$ cat config.mk
export PLATFORM = sky130hd
export DESIGN_NAME = smt_timeout_detect
export DESIGN_NICKNAME = d
export VERILOG_FILES = /design/src/smt_pkg.sv /design/src/smt_sync2.sv /design/src/smt_timeout_detect.sv
export SDC_FILE = /design/constraint.sdc
export NUM_CORES = 1
export LEC_CHECK = 0
export BUFFER_PORTS_ARGS = -buffer_cell sky130_fd_sc_hd__buf_2
export CAP_MARGIN = 10
export CORE_MARGIN = 2
export CORE_UTILIZATION = 50
export CTS_CLUSTER_DIAMETER = 120
export DETAILED_ROUTE_END_ITERATION = 10
export HOLD_SLACK_MARGIN = 0.15
export MAX_ROUTING_LAYER = met4
export PLACE_DENSITY_LB_ADDON = 0.3
export SYNTH_ARGS = -nofsm -noshare
export SYNTH_HDL_FRONTEND = slang
export SYNTH_SLANG_ARGS = --single-unit
$ cat constraint.sdc
create_clock -name core_clk -period 3.98 [get_ports core_clk]
set_clock_uncertainty 0.15 [all_clocks]
set_input_delay 0 -clock core_clk [delete_from_list [all_inputs] [get_ports core_clk]]
set_output_delay 0 -clock core_clk [all_outputs]
set_load 0.01 [all_outputs]
$ cat src/smt_pkg.sv
// smt_pkg: constants and types for the smbus timeout detector
// assumes a 50 MHz core clock; timer 2 ticks and clock-source ticks come from core logic
package smt_pkg;

  // ----------------------------------------------------------------
  // clock and timing
  // ----------------------------------------------------------------
  localparam int unsigned CLK_HZ             = 50_000_000;
  localparam int unsigned HZ_PER_MHZ         = 1_000_000;
  localparam int unsigned SCL_LOW_TIMEOUT_US = 25_000;
  localparam int unsigned ABORT_DEADLINE_US  = 10_000;
  localparam int unsigned BUS_FREE_US        = 50;
  // least time: exact product, not rounded up
  localparam int unsigned SCL_LOW_TIMEOUT_CYC =
    (SCL_LOW_TIMEOUT_US * (CLK_HZ / HZ_PER_MHZ));
  // longest time: round down
  localparam int unsigned ABORT_DEADLINE_CYC =
    (ABORT_DEADLINE_US * (CLK_HZ / HZ_PER_MHZ));
  localparam int unsigned BUS_FREE_CYC = (BUS_FREE_US * (CLK_HZ / HZ_PER_MHZ));

  // ----------------------------------------------------------------
  // timer 2 and bus-free counter
  // ----------------------------------------------------------------
  localparam int unsigned T2_W       = 16;
  localparam logic [15:0] T2_MAX     = 16'hffff;
  localparam logic [15:0] T2_RST_VAL = 16'h0000;
  localparam int unsigned FREE_W     = 4;
  localparam logic [3:0]  FREE_LIMIT = 4'ha;   // free after more than this many periods
  localparam logic [3:0]  FREE_ONE   = 4'h1;
  localparam logic [3:0]  FREE_ZERO  = 4'h0;

  // ----------------------------------------------------------------
  // bus state
  // ----------------------------------------------------------------
  typedef enum logic [1:0] {
    BUS_BUSY = 2'b01,
    BUS_FREE = 2'b10
  } smt_bus_t;

endpackage : smt_pkg

$ cat src/smt_sync2.sv
// smt_sync2: two flip-flop level synchroniser
// assumes din is asynchronous to clk; only the second stage is visible
`timescale 1ns/1ps
module smt_sync2 (
  // clock and reset
  input  wire logic clk,
  input  wire logic srst,
  // level
  input  wire logic din,
  output logic      dout
);
  logic meta_ff;

  // reset to 1: released open-drain lines idle high
  always_ff @(posedge clk) begin
    if (srst) begin
      meta_ff <= 1'b1;
      dout    <= 1'b1;
    end else begin
      meta_ff <= din;
      dout    <= meta_ff;
    end
  end
endmodule : smt_sync2

$ cat src/smt_timeout_detect.sv
// smt_timeout_detect: scl-low timeout via timer 2, bus-free timeout, scl release
// assumes the smbus engine, timer 2 tick and clock-source tick share core_clk
//
// Functional notes
// - a slave may hold scl low; high phase timing starts at real scl rise.
// - master only releases scl, never drives it high.
// - any scl low period over 25 ms is a timeout.
// - after a timeout, abandon bus communication within 10 ms.
// - scl-low timeout enable makes timer 2 the clock-low detector.
// - with timeout enabled, timer 2 reloads while scl high, counts while low.
// - timer 2 overflow raises its interrupt; software may reset the engine.
// - bus is free once scl and sda both stay high over 50 us.
// - with free timeout enabled, free after over 10 clock-source periods high.
// - a pending master start is issued as soon as the bus is free.
// - clock-source ticks are needed for bus-free detection, even slave-only.
`timescale 1ns/1ps
module smt_timeout_detect
  import smt_pkg::*;
#(
  parameter int unsigned ABORT_MAX_CYC = ABORT_DEADLINE_CYC
) (
  // clock and reset
  input  wire logic        core_clk,
  input  wire logic        srst,
  // bus pins (open drain, oe low drives)
  input  wire logic        scl_i,
  output logic             scl_o,
  output logic             scl_oe_n,
  input  wire logic        sda_i,
  // configuration
  input  wire logic        scl_low_timeout_enable,
  input  wire logic        bus_free_timeout_enable,
  // timer 2
  input  wire logic        t2_run,
  input  wire logic        t2_tick,
  input  wire logic [15:0] t2_reload,
  input  wire logic        t2_irq_clear,
  output logic [15:0]      t2_count,
  output logic             t2_irq,
  // smbus engine
  input  wire logic        src_tick,
  input  wire logic        scl_drive_low,
  input  wire logic        start_pending,
  output logic             scl_rise,
  output logic             comm_abort,
  output logic             bus_free,
  output logic             start_go
);

  // ----------------------------------------------------------------
  // pin synchronisers
  // ----------------------------------------------------------------
  logic scl_s;
  logic sda_s;
  logic scl_d_ff;
  logic sda_d_ff;

  smt_sync2 u_scl_sync (
    .clk  (core_clk),
    .srst (srst),
    .din  (scl_i),
    .dout (scl_s)
  );

  smt_sync2 u_sda_sync (
    .clk  (core_clk),
    .srst (srst),
    .din  (sda_i),
    .dout (sda_s)
  );

  always_ff @(posedge core_clk) begin
    if (srst) begin
      scl_d_ff <= 1'b1;
      sda_d_ff <= 1'b1;
    end else begin
      scl_d_ff <= scl_s;
      sda_d_ff <= sda_s;
    end
  end

  logic stop_seen;
  logic start_seen;
  assign stop_seen  = scl_s && scl_d_ff && sda_s && !sda_d_ff;
  assign start_seen = scl_s && scl_d_ff && !sda_s && sda_d_ff;

  // ----------------------------------------------------------------
  // scl drive and rise report
  // ----------------------------------------------------------------
  logic scl_o_ff;
  logic scl_oe_n_ff;
  logic scl_rise_ff;
  logic comm_abort_ff;

  // only ever pulls low; release is the only way up, so a stuck line needs the timeout
  always_ff @(posedge core_clk) begin
    if (srst) begin
      scl_o_ff    <= 1'b0;
      scl_oe_n_ff <= 1'b1;
    end else begin
      scl_o_ff    <= 1'b0;
      scl_oe_n_ff <= !(scl_drive_low && !comm_abort_ff);
    end
  end

  // engine starts timing the high phase here, so a stretching slave slows the bit
  always_ff @(posedge core_clk) begin
    if (srst) begin
      scl_rise_ff <= 1'b0;
    end else begin
      scl_rise_ff <= scl_s && !scl_d_ff;
    end
  end

  // ----------------------------------------------------------------
  // timer 2 with scl-high reload
  // ----------------------------------------------------------------
  logic [15:0] t2_count_ff;
  logic        t2_irq_ff;
  logic        t2_hold;
  logic        t2_wrap;

  assign t2_hold = scl_low_timeout_enable && scl_s;
  assign t2_wrap = t2_run && t2_tick && !t2_hold && (t2_count_ff == T2_MAX);

  always_ff @(posedge core_clk) begin
    if (srst) begin
      t2_count_ff <= T2_RST_VAL;
    end else if (t2_hold) begin
      t2_count_ff <= t2_reload;
    end else if (t2_wrap) begin
      t2_count_ff <= t2_reload;
    end else if (t2_run && t2_tick) begin
      t2_count_ff <= t2_count_ff + 16'h0001;
    end
  end

  // sticky request; a new overflow beats a clear in the same cycle
  always_ff @(posedge core_clk) begin
    if (srst) begin
      t2_irq_ff <= 1'b0;
    end else if (t2_wrap) begin
      t2_irq_ff <= 1'b1;
    end else if (t2_irq_clear) begin
      t2_irq_ff <= 1'b0;
    end
  end

  // one-cycle abort, far inside the deadline; engine drops its transfer on it
  always_ff @(posedge core_clk) begin
    if (srst) begin
      comm_abort_ff <= 1'b0;
    end else begin
      comm_abort_ff <= t2_wrap && scl_low_timeout_enable;
    end
  end

  // ----------------------------------------------------------------
  // bus-free detection
  // ----------------------------------------------------------------
  logic [3:0] free_cnt_ff;
  smt_bus_t   bus_st_ff;
  smt_bus_t   nxt_bus_st;
  logic       bus_free_ff;
  logic       start_go_ff;
  logic       free_hit;

  // no src_tick, no count: slave-only parts still need the clock source
  always_ff @(posedge core_clk) begin
    if (srst) begin
      free_cnt_ff <= FREE_ZERO;
    end else if (!(scl_s && sda_s)) begin
      free_cnt_ff <= FREE_ZERO;
    end else if (src_tick && (free_cnt_ff <= FREE_LIMIT)) begin
      free_cnt_ff <= free_cnt_ff + FREE_ONE;
    end
  end

  assign free_hit = bus_free_timeout_enable && (free_cnt_ff > FREE_LIMIT);

  always_comb begin
    nxt_bus_st = bus_st_ff;
    case (bus_st_ff)
      BUS_BUSY: begin
        if (free_hit || stop_seen) begin
          nxt_bus_st = BUS_FREE;
        end
      end
      BUS_FREE: begin
        if (start_seen || !scl_s || start_go_ff) begin
          nxt_bus_st = BUS_BUSY;
        end
      end
      default: nxt_bus_st = BUS_BUSY;
    endcase
  end

  always_ff @(posedge core_clk) begin
    if (srst) begin
      bus_st_ff   <= BUS_BUSY;
      bus_free_ff <= 1'b0;
    end else begin
      bus_st_ff   <= nxt_bus_st;
      bus_free_ff <= (nxt_bus_st == BUS_FREE);
    end
  end

  // start fires on the edge the bus becomes free, or at once if already free
  always_ff @(posedge core_clk) begin
    if (srst) begin
      start_go_ff <= 1'b0;
    end else begin
      start_go_ff <= start_pending && !start_go_ff && (nxt_bus_st == BUS_FREE);
    end
  end

  // ----------------------------------------------------------------
  // outputs
  // ----------------------------------------------------------------
  assign scl_o      = scl_o_ff;
  assign scl_oe_n   = scl_oe_n_ff;
  assign scl_rise   = scl_rise_ff;
  assign t2_count   = t2_count_ff;
  assign t2_irq     = t2_irq_ff;
  assign comm_abort = comm_abort_ff;
  assign bus_free   = bus_free_ff;
  assign start_go   = start_go_ff;

  // ----------------------------------------------------------------
  // checks
  // ----------------------------------------------------------------
  never_drive_high_a: assert property (
    @(posedge core_clk) disable iff (srst) !scl_oe_n |-> !scl_o)
    else $error("scl driven high");

  rise_report_a: assert property (
    @(posedge core_clk) disable iff (srst) scl_s && !scl_d_ff |=> scl_rise)
    else $error("scl rise not reported");

  reload_high_a: assert property (
    @(posedge core_clk) disable iff (srst)
    scl_low_timeout_enable && scl_s |=> t2_count == $past(t2_reload))
    else $error("timer 2 not reloaded while scl high");

  irq_overflow_a: assert property (
    @(posedge core_clk) disable iff (srst) t2_wrap |=> t2_irq && t2_count == $past(t2_reload))
    else $error("overflow did not raise interrupt");

  abort_latency_a: assert property (
    @(posedge core_clk) disable iff (srst)
    t2_wrap && scl_low_timeout_enable |=> comm_abort ##1 !comm_abort && scl_oe_n)
    else $error("abort not issued within deadline");

  abort_bound_a: assert property (
    @(posedge core_clk) disable iff (srst)
    comm_abort |-> $past(t2_wrap) && $past(scl_low_timeout_enable) && (ABORT_MAX_CYC >= 1))
    else $error("abort without an enabled scl-low timeout");

  free_timeout_a: assert property (
    @(posedge core_clk) disable iff (srst)
    bus_free_timeout_enable && free_cnt_ff > FREE_LIMIT && !bus_free |=> bus_free || start_go)
    else $error("bus not freed after high timeout");

  free_needs_stop_a: assert property (
    @(posedge core_clk) disable iff (srst)
    !bus_free_timeout_enable && !bus_free && !stop_seen |=> !bus_free)
    else $error("bus freed without stop");

  start_on_free_a: assert property (
    @(posedge core_clk) disable iff (srst)
    start_pending && !start_go && nxt_bus_st == BUS_FREE |=> start_go)
    else $error("pending start not issued");

  normal_count_a: assert property (
    @(posedge core_clk) disable iff (srst)
    !scl_low_timeout_enable && t2_run && t2_tick && t2_count != T2_MAX
    |=> t2_count == $past(t2_count) + 16'h0001)
    else $error("timer 2 disturbed by scl with timeout off");

endmodule : smt_timeout_detect

# Yosys cells after proc, flatten, opt, wreduce, memory -nomap -nowiden
# Cells that the tools add are included.
word_totals:
  regBits: 34
  elab_cells: 63
  inputBits: 28
classes:
  n_reduce_logical: 31
  bitwise_logic: 1
  order_cmp: 2
  eq_ne: 4
  add_sub_neg: 2
  mux: 8
ops:
  columns: ["operator", "count"]
  rows:
  - ["16-bit two-way mux", 3]
  - ["1-bit logical AND", 17]
  - ["16-bit by 1-bit adder with 16-bit output (second input constant)", 1]
  - ["16-bit == test (second input constant)", 1]
  - ["1-bit logical NOT", 8]
  - ["4-bit by 1-bit adder with 4-bit output (second input constant)", 1]
  - ["2-bit == test (second input constant)", 2]
  - ["4-bit greater-than comparator (second input constant)", 1]
  - ["4-bit <= comparator (second input constant)", 1]
  - ["2-bit two-way mux", 2]
  - ["2-bit one-hot mux with 2 select lines", 1]
  - ["1-bit logical OR", 3]
  - ["3-bit nonzero test", 1]
  - ["2-bit by 1-bit == test with 1-bit output (second input constant)", 1]
  - ["1-bit two-way mux", 2]
  - ["2-bit nonzero test", 1]
  - ["2-bit OR reduction", 1]
  - ["1-bit inverter", 1]

# Logic depth before layout (Yosys ltp)
# Gate-level depths: netlist of the first run.
logic_depth:
  ltp_word: 9
  ltp_mapped: 7

# Hierarchy
# From an unflattened synthesis of the first run, not the netlist that was laid out.
hier_totals:
  hier_cells: 209
  area_unflattened_um2: 1762.9
modules_own_cells:
  columns: ["mod", "cells_per_inst", "seq_area_each_um2", "n_inst", "area_each_um2"]
  rows:
  - ["smt_timeout_detect", 201, 600.6, 1, 1657.8]
  - ["smt_sync2", 4, 40.0, 2, 52.6]

# Worst setup path before layout of the first run
# Ideal clock, no wire load.
synth_path:
  path_type: "register to register"
  from: "reg t2_count_ff[0] (netlist: t2_count[0])"
  to: "reg t2_count_ff[3] (netlist: t2_count[3])"
  path_slack_ps: 2096
  arrival_ps: 1660
  required_ps: 3756
  path_stages_with_launch: 7
  setup_time_ps: 74
  period_less_slack_ps: 1884
  path_cell_list: "dfxtp_1 ha_1 nand4_1 nor4_4 a21o_4 or4_1 a31oi_1"
synth_via:
  elab_chain_cells: 4
  word_cells_on_any_way: 7
synth_lines:
  columns: ["element", "line", "rtl"]
  rows:
  - ["start, declared", "smt_timeout_detect.sv:118", "logic [15:0] t2_count_ff;"]
  - ["start signal, assigned", "smt_timeout_detect.sv:130", "t2_count_ff <= t2_reload;"]
  - ["start signal, assigned", "smt_timeout_detect.sv:132", "t2_count_ff <= t2_reload;"]
  - ["start signal, assigned", "smt_timeout_detect.sv:134", "t2_count_ff <= t2_count_ff + 16'h0001;"]
  - ["16-bit by 1-bit adder with 16-bit output or 16-bit == test (tied branches)", "smt_timeout_detect.sv:134, smt_timeout_detect.sv:124", null]
  - ["16-bit two-way mux or 1-bit logical AND (tied branches)", "smt_timeout_detect.sv:133, smt_timeout_detect.sv:124", null]
  - ["16-bit two-way mux", "smt_timeout_detect.sv:131", "end else if (t2_wrap) begin"]
  - ["16-bit two-way mux", "smt_timeout_detect.sv:129", "end else if (t2_hold) begin"]
# Several ways; a longest one is shown, not always the timed one. The select of a mux whose other input is x is not followed.
# A chain may end at the register's enable or synchronous reset.

# Worst setup path after layout of the first run
layout_path:
  from: "reg t2_count_ff[7] (netlist: t2_count[7])"
  to: "reg t2_count_ff[15] (netlist: t2_count[15])"
# Same word-level chain as after synthesis.

==> summary.md, run 1 <==
| Metric | Value |
|---|---|
| Hold depth | `1` |
| Clk root buf | `clkbuf_8` |
| Arrival time at the worst endpoint | `3.06 ns` |
| Leakage power | `1.10 nW` |
| Final Hold Viols | `0` |
| Final slew viol count | `0` |
| DRC | `0` |
| H-tree depth | `2` |
| Setup Crit Path Kind | `reg -> reg` |
| Vias in the first global route | `between 1500 and 2000` |
| Die area | `between 4000 and 5000 µm²` |
| Max Freq | `between 300 and 400 MHz` |
| Port bufs | `49` |
| Top cell type's share of synthesized area | `37.0%` |
| Peak supply drop | `0.373 mV` |
| RSZ-0062 raised after global routing | `no` |
| # Max-Cap Violations | `0` |
| CTS Sinks | `34` |
| Syn. warnings | `0` |
| CP Max Fanout | `9` |
| Final setup fails | `0` |
| Die X-Extent | `roughly 65 µm` |
| Most frequent cells in the layout | `49 x buf_2, 45 x dlygate4sd3_1, 34 x dfxtp_1` |
| Post-synth ARST share | `0%` |
| Slew margin rel. | `roughly 34%` |
| Ratio of cells with drive above 1 in the final layout | `between 20% and 30%` |
| Largest net degree at the start of global routing | `29` |
| PD cells | `~330 nW/µm²` |
| Worst setup SP type | `flip-flop` |
| Row count | `22` |
| Most common cell after layout, fill and taps aside | `buf_2` |
| Netlist cell types | `56` |
| Placed Area | `~2100 µm²` |
| Grt ovf | `0` |
| Syn-to-layout area delta | `42.1%` |
| Post_cts resized | `0` |
| Top FF cell, synth | `dfxtp_1` |
| Routed wire length per instance | `13.9 µm` |
| Via density per instance | `around 5.7` |
| CTS max path bufs | `2` |
| Measured slew at the worst slew-check pin | `a little under 1 ns` |
| Routability cong. | `between 0.8 and 0.9` |
| Outcome | `complete, no violations` |
| Routed WL | `approximately 4900 µm` |
| DRT Pass-1 Iters | `5` |
| Worst-skew pair later-pin latency | `around 0.29 ns` |
| Crit path capture type | `flip-flop` |
| Setup TNS | `0 ns` |
| Initial antenna violation count | `0` |
| Global-route wire length before repair | `just over 8000 µm` |
| Detail Placement HPWL | `3100 µm` |
| Synth Instances | `roughly 220` |
| Leading area contributor after synthesis | `dfxtp_1` |
| ANT cells | `0` |
| Syn avg cell area | `between 8 and 9 µm²` |
| Via count | `approximately 2000` |
| Clock slew at reported path FFs | `0.07 ns` |
| Register area share after synthesis | `a little under two fifths` |
| EDFF count, synth | `0` |
| Syn Nets | `about 250` |
| Final Cell Area | `between 2000 and 3000 µm²` |
| Total track usage | `approximately a quarter` |
| Area contributors post-synth | `dfxtp_1 37%, nand2_1 4.3%, a21oi_1 3.5%, nand3_1 3.5%, a31oi_1 3.4%` |
| Antenna-violating nets left | `0` |
| Fin nets | `between 300 and 400` |
| TritonCTS Buffers | `5` |
| Synth Cell Area | `between 1500 and 2000 µm²` |
| Worst R2R Path Depth | `7` |
| I/O pin count | `51` |
| Tmin final | `approximately 3.0 ns` |
| Post-CTS Setup Bufs | `0` |
| Synthesized flop and latch total | `34` |
| Initial Util | `51.0%` |
| CTS tree | `built` |
| Core Box Area | `approximately 3600 µm²` |
| CTS Hold Bufs | `between 40 and 50` |
| Worst Hold Class | `reg -> reg` |
| Final period utilization | `approximately three quarters` |
| Die height | `between 60 and 70 µm` |
| Initial DRC count | `119` |
| Worst Path Required | `4.06 ns` |
where the power goes:
| part | internal, W | switching, W | total (W) |
|---|---|---|---|
| combinational | 0.0000860 | 0.0000753 | 0.000161 |
| clock | 0.000200 | 0.000124 | 0.000324 |
| sequential | 0.000361 | 0.0000270 | 0.000388 |
| total | 0.000647 | 0.000226 | 0.000873 |
stage by stage:
stage | utilization, % | total power (W) | hold WS (ns) | instances | setup slack, ns
after floorplan | - | 0.000478 | -0.0462 | 216 | 2.10
after detailed placement | 56.9 | 0.000515 | 0.0383 | 303 | 1.92
after global placement | 56.9 | 0.000514 | 0.0334 | 303 | 1.95
final | 72.5 | 0.000873 | 0.261 | 355 | 0.998
after global routing | 72.5 | 0.000915 | 0.286 | 355 | 0.872
after CTS | 72.5 | 0.000872 | 0.247 | 355 | 1.08
critical path, stage by stage, from the launching register on:
cell and delay (ns):
dfxtp_1 0.46, nand4_1 0.18, or4_4 0.45, o41ai_2 0.27, o21ai_1 0.09, dlygate4sd3_1 0.58
a31oi_1 0.17, dlygate4sd3_1 0.58
synth_stat cells (all sizes together), types with 4 or more instances:
library cell  count
inv              11
or2               6
or4               4
nor2             11
a22oi             7
nor3              7
dfxtp            34
buf               7
a31oi            10
a21oi            14
nand4             6
ha                5
nor4              9
nand3            13
o21ai             8
nand2            22
kinds of logic (layout without fill, tap and decap cells):
family	count (synthesis)	count (layout)	synth area share, %
AO/OA/AOI/OAI	55	55	20.5
buffers and inverters	21	112	7.48
adder cells (fa/ha/maj)	5	5	3.40
other	1	1	0.204
flip-flops	34	34	37.0
AND/OR/NAND/NOR	96	96	29.6
XOR/XNOR	4	4	1.90
final timing paths:
path / to / start / slack, ns
setup / recovery: t2_count[15]$_SDFFE_PP0P_ / t2_count[7]$_SDFFE_PP0P_ / 1.0
hold / removal: u_sda_sync.dout$_SDFF_PP1_ / u_sda_sync.meta_ff$_SDFF_PP1_ / 0.26
setup reg to reg: t2_count[15]$_SDFFE_PP0P_ / t2_count[7]$_SDFFE_PP0P_ / 1.0
hold reg to reg: u_sda_sync.dout$_SDFF_PP1_ / u_sda_sync.meta_ff$_SDFF_PP1_ / 0.26
flip-flops by register name, indices dropped and copies added, names as in the netlist:
register and flops:
bus_st_ff 2, t2_irq 1, scl_oe_n 1, u_scl_sync.meta_ff 1, u_sda_sync.meta_ff 1, comm_abort 1
t2_count 16, scl_rise 1, free_cnt_ff 4, start_go 1, bus_free 1, u_scl_sync.dout 1
u_sda_sync.dout 1, scl_d_ff 1, sda_d_ff 1
metal layers:
| layer | track usage, % | vias to the layer above | share of wire (%) |
|---|---|---|---|
| li1 | - | 981 | - |
| met1 | 28.5 | 929 | 42 |
| met2 | 43.0 | 81 | 49 |
| met3 | 6.77 | 17 | 6.2 |
| met4 | 10.6 | 0 | 2.4 |
| met5 | - | - | 0 |
final cells by class:
type / count / area (µm²)
Timing Repair Buffer: 94 / 696
Multi-Input combinational cell: 161 / 1020
Inverter: 11 / 43.8
Sequential cell: 34 / 681
Tap cell: 48 / 60.1
Clock inverter: 1 / 30.0
Clock buffer: 6 / 82.6
Fill cell: 277 / 991
No activity file was read; power rests on OpenSTA's default activity.
==> inputs of run 2 (changes only) <==
==> constraint.sdc (replaced) <==
create_clock -name core_clk -period 3 [get_ports core_clk]
set_clock_uncertainty 0.15 [all_clocks]
set_input_delay 0 -clock core_clk [delete_from_list [all_inputs] [get_ports core_clk]]
set_output_delay 0 -clock core_clk [all_outputs]
set_load 0.01 [all_outputs]
==> summary.md, run 2 (same netlist as run 1, synthesis figures left out) <==
| Metric | Value |
|---|---|
| Outcome | `complete, no violations` |
| Fin nets | `341 (+0.29%)` |
| TritonCTS Buffers | `5 (unchanged)` |
| Hold depth | `1 (unchanged)` |
| Most frequent cells in the layout | `49 x buf_2, 45 x dlygate4sd3_1, 25 x dfxtp_1` |
| RSZ-0062 raised after global routing | `no` |
| Die area | `4180 µm² (unchanged)` |
| ANT cells | `0 (unchanged)` |
| Worst R2R End | `t2_count[15]$_SDFFE_PP0P_` |
| Critical-path cell list | `inv_2 -> or4_4 -> o41ai_2 -> o21ai_1 -> dlygate4sd3_1 -> a31oi_1 -> dlygate4sd3_1` |
| Worst Path Required | `3.08 ns (-0.98 ns)` |
| Worst R2R Path Depth | `7 (unchanged)` |
| Core Util, Final | `73.2% (+0.69 points)` |
| Total track usage | `26.7% (+1.3 points)` |
| Uppermost layer routed | `met4` |
| Routed wire length per instance | `14.4 µm (+3.9%)` |
| CP Buf/Inv Count | `3 (+1)` |
| Met1 WL | `2050 µm (-1.0%)` |
| Kind of cell adding the most delay to the critical path | `buffers and inverters` |
| Largest register FFs | `16 (unchanged)` |
| CTS Sinks | `34 (unchanged)` |
| Largest net degree at the start of global routing | `29 (unchanged)` |
| Worst setup SP type | `flip-flop` |
| Vias in the first global route | `1969 (+4.5%)` |
| Slew margin rel. | `34.6% (+0.71 points)` |
| Final Hold Viols | `0 (unchanged)` |
| I/O pin count | `51 (unchanged)` |
| H-tree depth | `2 (unchanged)` |
| Worst Hold Class | `reg -> reg` |
| Via density per instance | `5.76 (+1.8%)` |
| Setup TNS | `0 ns (unchanged)` |
| HP Start | `u_scl_sync.meta_ff$_SDFF_PP1_` |
| Grt ovf | `0 (unchanged)` |
| Port bufs | `49 (unchanged)` |
| Worst hold slack | `0.254 ns (-0.00743 ns)` |
| Setup Crit Path Kind | `reg -> reg` |
| Most common cell after layout, fill and taps aside | `buf_2` |
| CTS tree | `built` |
| PD cells | `442 nW/µm² (+33%)` |
| Reg2reg start | `t2_count[11]$_SDFFE_PP0P_` |
| Hold endpoint | `u_scl_sync.dout$_SDFF_PP1_` |
| Leakage power | `1.10 nW (+0.10%)` |
| Clock slew at reported path FFs | `0.08 ns (about the same)` |
| Max Freq | `350 MHz (+4.3%)` |
| Tmin final | `2.86 ns (-0.122 ns)` |
| Clk root buf | `clkbuf_8` |
| Die X-Extent | `64.7 µm (unchanged)` |
| Final setup fails | `0 (unchanged)` |
| Initial Util | `51.0% (unchanged)` |
| Initial DRC count | `92 (-23%)` |
| Global-route wire length before repair | `8470 µm (+4.3%)` |
| Area of the multi-input gates | `1020 µm² (unchanged)` |
| Most frequent CP cell | `dlygate4sd3_1` |
| Final slew viol count | `0 (unchanged)` |
| Peak supply drop | `0.259 mV (-31%)` |
| Slowest library cell on the worst path | `dlygate4sd3_1` |
| Core Box Area | `3610 µm² (unchanged)` |
| Die height | `64.7 µm (unchanged)` |
| Fillers | `276 (-0.36%)` |
| Ratio of cells with drive above 1 in the final layout | `27.2% (+3.4 points)` |
| Via count | `2055 (+2.3%)` |
| CTS max path bufs | `2 (unchanged)` |
| Row count | `22 (unchanged)` |
| Antenna-violating nets left | `0 (unchanged)` |
| Wire length on met3 | `407 µm (+33%)` |
| DRC | `0 (unchanged)` |
| Detail Placement HPWL | `3140 µm (+1.6%)` |
| Routed WL | `5160 µm (+4.5%)` |
| Measured slew at the worst slew-check pin | `0.982 ns (-0.0107 ns)` |
| # Max-Cap Violations | `0 (unchanged)` |
| Arrival time at the worst endpoint | `2.94 ns (-0.12 ns)` |
| Total Power | `0.00117 W (+34%)` |
| WL met2 | `2530 µm (+3.7%)` |
| Routability cong. | `0.890 (about the same)` |
| CP Max Fanout | `6 (-3)` |
| R2r setup slk | `0.14 ns (-0.86 ns)` |
| Worst-skew pair later-pin latency | `0.30 ns (about the same)` |
| DRT Pass-1 Iters | `5 (unchanged)` |
| Final period utilization | `95.3% (+20 points)` |
| Seq. cell area | `697 µm² (+2.4%)` |
| Crit path capture type | `flip-flop` |
| Syn-to-layout area delta | `43.4%` |
| Max incr delay on CP | `0.56 ns (-0.02 ns)` |
| Initial antenna violation count | `0 (unchanged)` |
-- run 2: changes by cell type in the layout (fill, tap and decap cells not counted), sizes merged --
cell      previous run  this run
clkinvlp             0         2
clkbuf               6         5
buf                 49        50
-- run 2: routing by layer --
metal | up-vias | track usage (%)
li1 | 988 | -
met1 | 944 | 28.6
met2 | 102 | 44.9
met3 | 21 | 6.25
met4 | 0 | 16.2
met5 | - | -
-- run 2: how the worst max path moves through the flow --
stage                                           from                   endpoint  slack [ns]  cells after the start
after global placement      t2_count[0]$_SDFFE_PP0P_   t2_count[0]$_SDFFE_PP0P_        0.98                      6
after detailed placement  u_scl_sync.dout$_SDFF_PP1_   t2_count[9]$_SDFFE_PP0P_        0.93                      4
after CTS                   t2_count[7]$_SDFFE_PP0P_  t2_count[15]$_SDFFE_PP0P_        0.07                      7
final                      t2_count[11]$_SDFFE_PP0P_  t2_count[15]$_SDFFE_PP0P_        0.14                      7
after global routing       t2_count[12]$_SDFFE_PP0P_  t2_count[15]$_SDFFE_PP0P_        0.04                      7
after floorplan             t2_count[0]$_SDFFE_PP0P_   t2_count[3]$_SDFFE_PP0P_        1.12                      6
-- run 2: cell type report --
class                           count  area share [%]
Clock buffer                        5            2.61
Timing Repair Buffer               95            26.6
Tap cell                           48            2.27
Sequential cell                    34            26.4
Clock inverter                      3            1.71
Multi-Input combinational cell    161            38.7
Inverter                           11            1.66
-- run 2: worst reg2reg max path, stage by stage (launching register included) --
cell and delay, ns:
dfxtp_2 0.39, inv_2 0.06, or4_4 0.53, o41ai_2 0.30, o21ai_1 0.09, dlygate4sd3_1 0.56
a31oi_1 0.15, dlygate4sd3_1 0.56
-- run 2: repair_timing --
| action | 4_1_cts | 5_1_grt |
|---|---|---|
| gates resized for setup | 0 | 11 |
| setup buffers | 0 | 1 |
| hold buffers | 45 | 0 |
| endpoints found under the setup margin | 0 | 2 |
| hold endpoints to repair | 31 | 0 |
-- run 2: where the power goes --
group | total, W | internal, W | switching [W]
clock | 0.000435 | 0.000247 | 0.000188
sequential | 0.000516 | 0.000479 | 0.0000369
combinational | 0.000216 | 0.000115 | 0.000102
-- run 2: per-stage QoR --
stage	std cells	worst slack (ns)	cell area [µm²]
6_report	357	0.141	2640
5_1_grt	357	0.0450	2640
2_1_floorplan	216	1.12	1840
3_5_place_dp	303	0.934	2050
3_3_place_gp	303	0.976	2050
4_1_cts	356	0.0652	2620
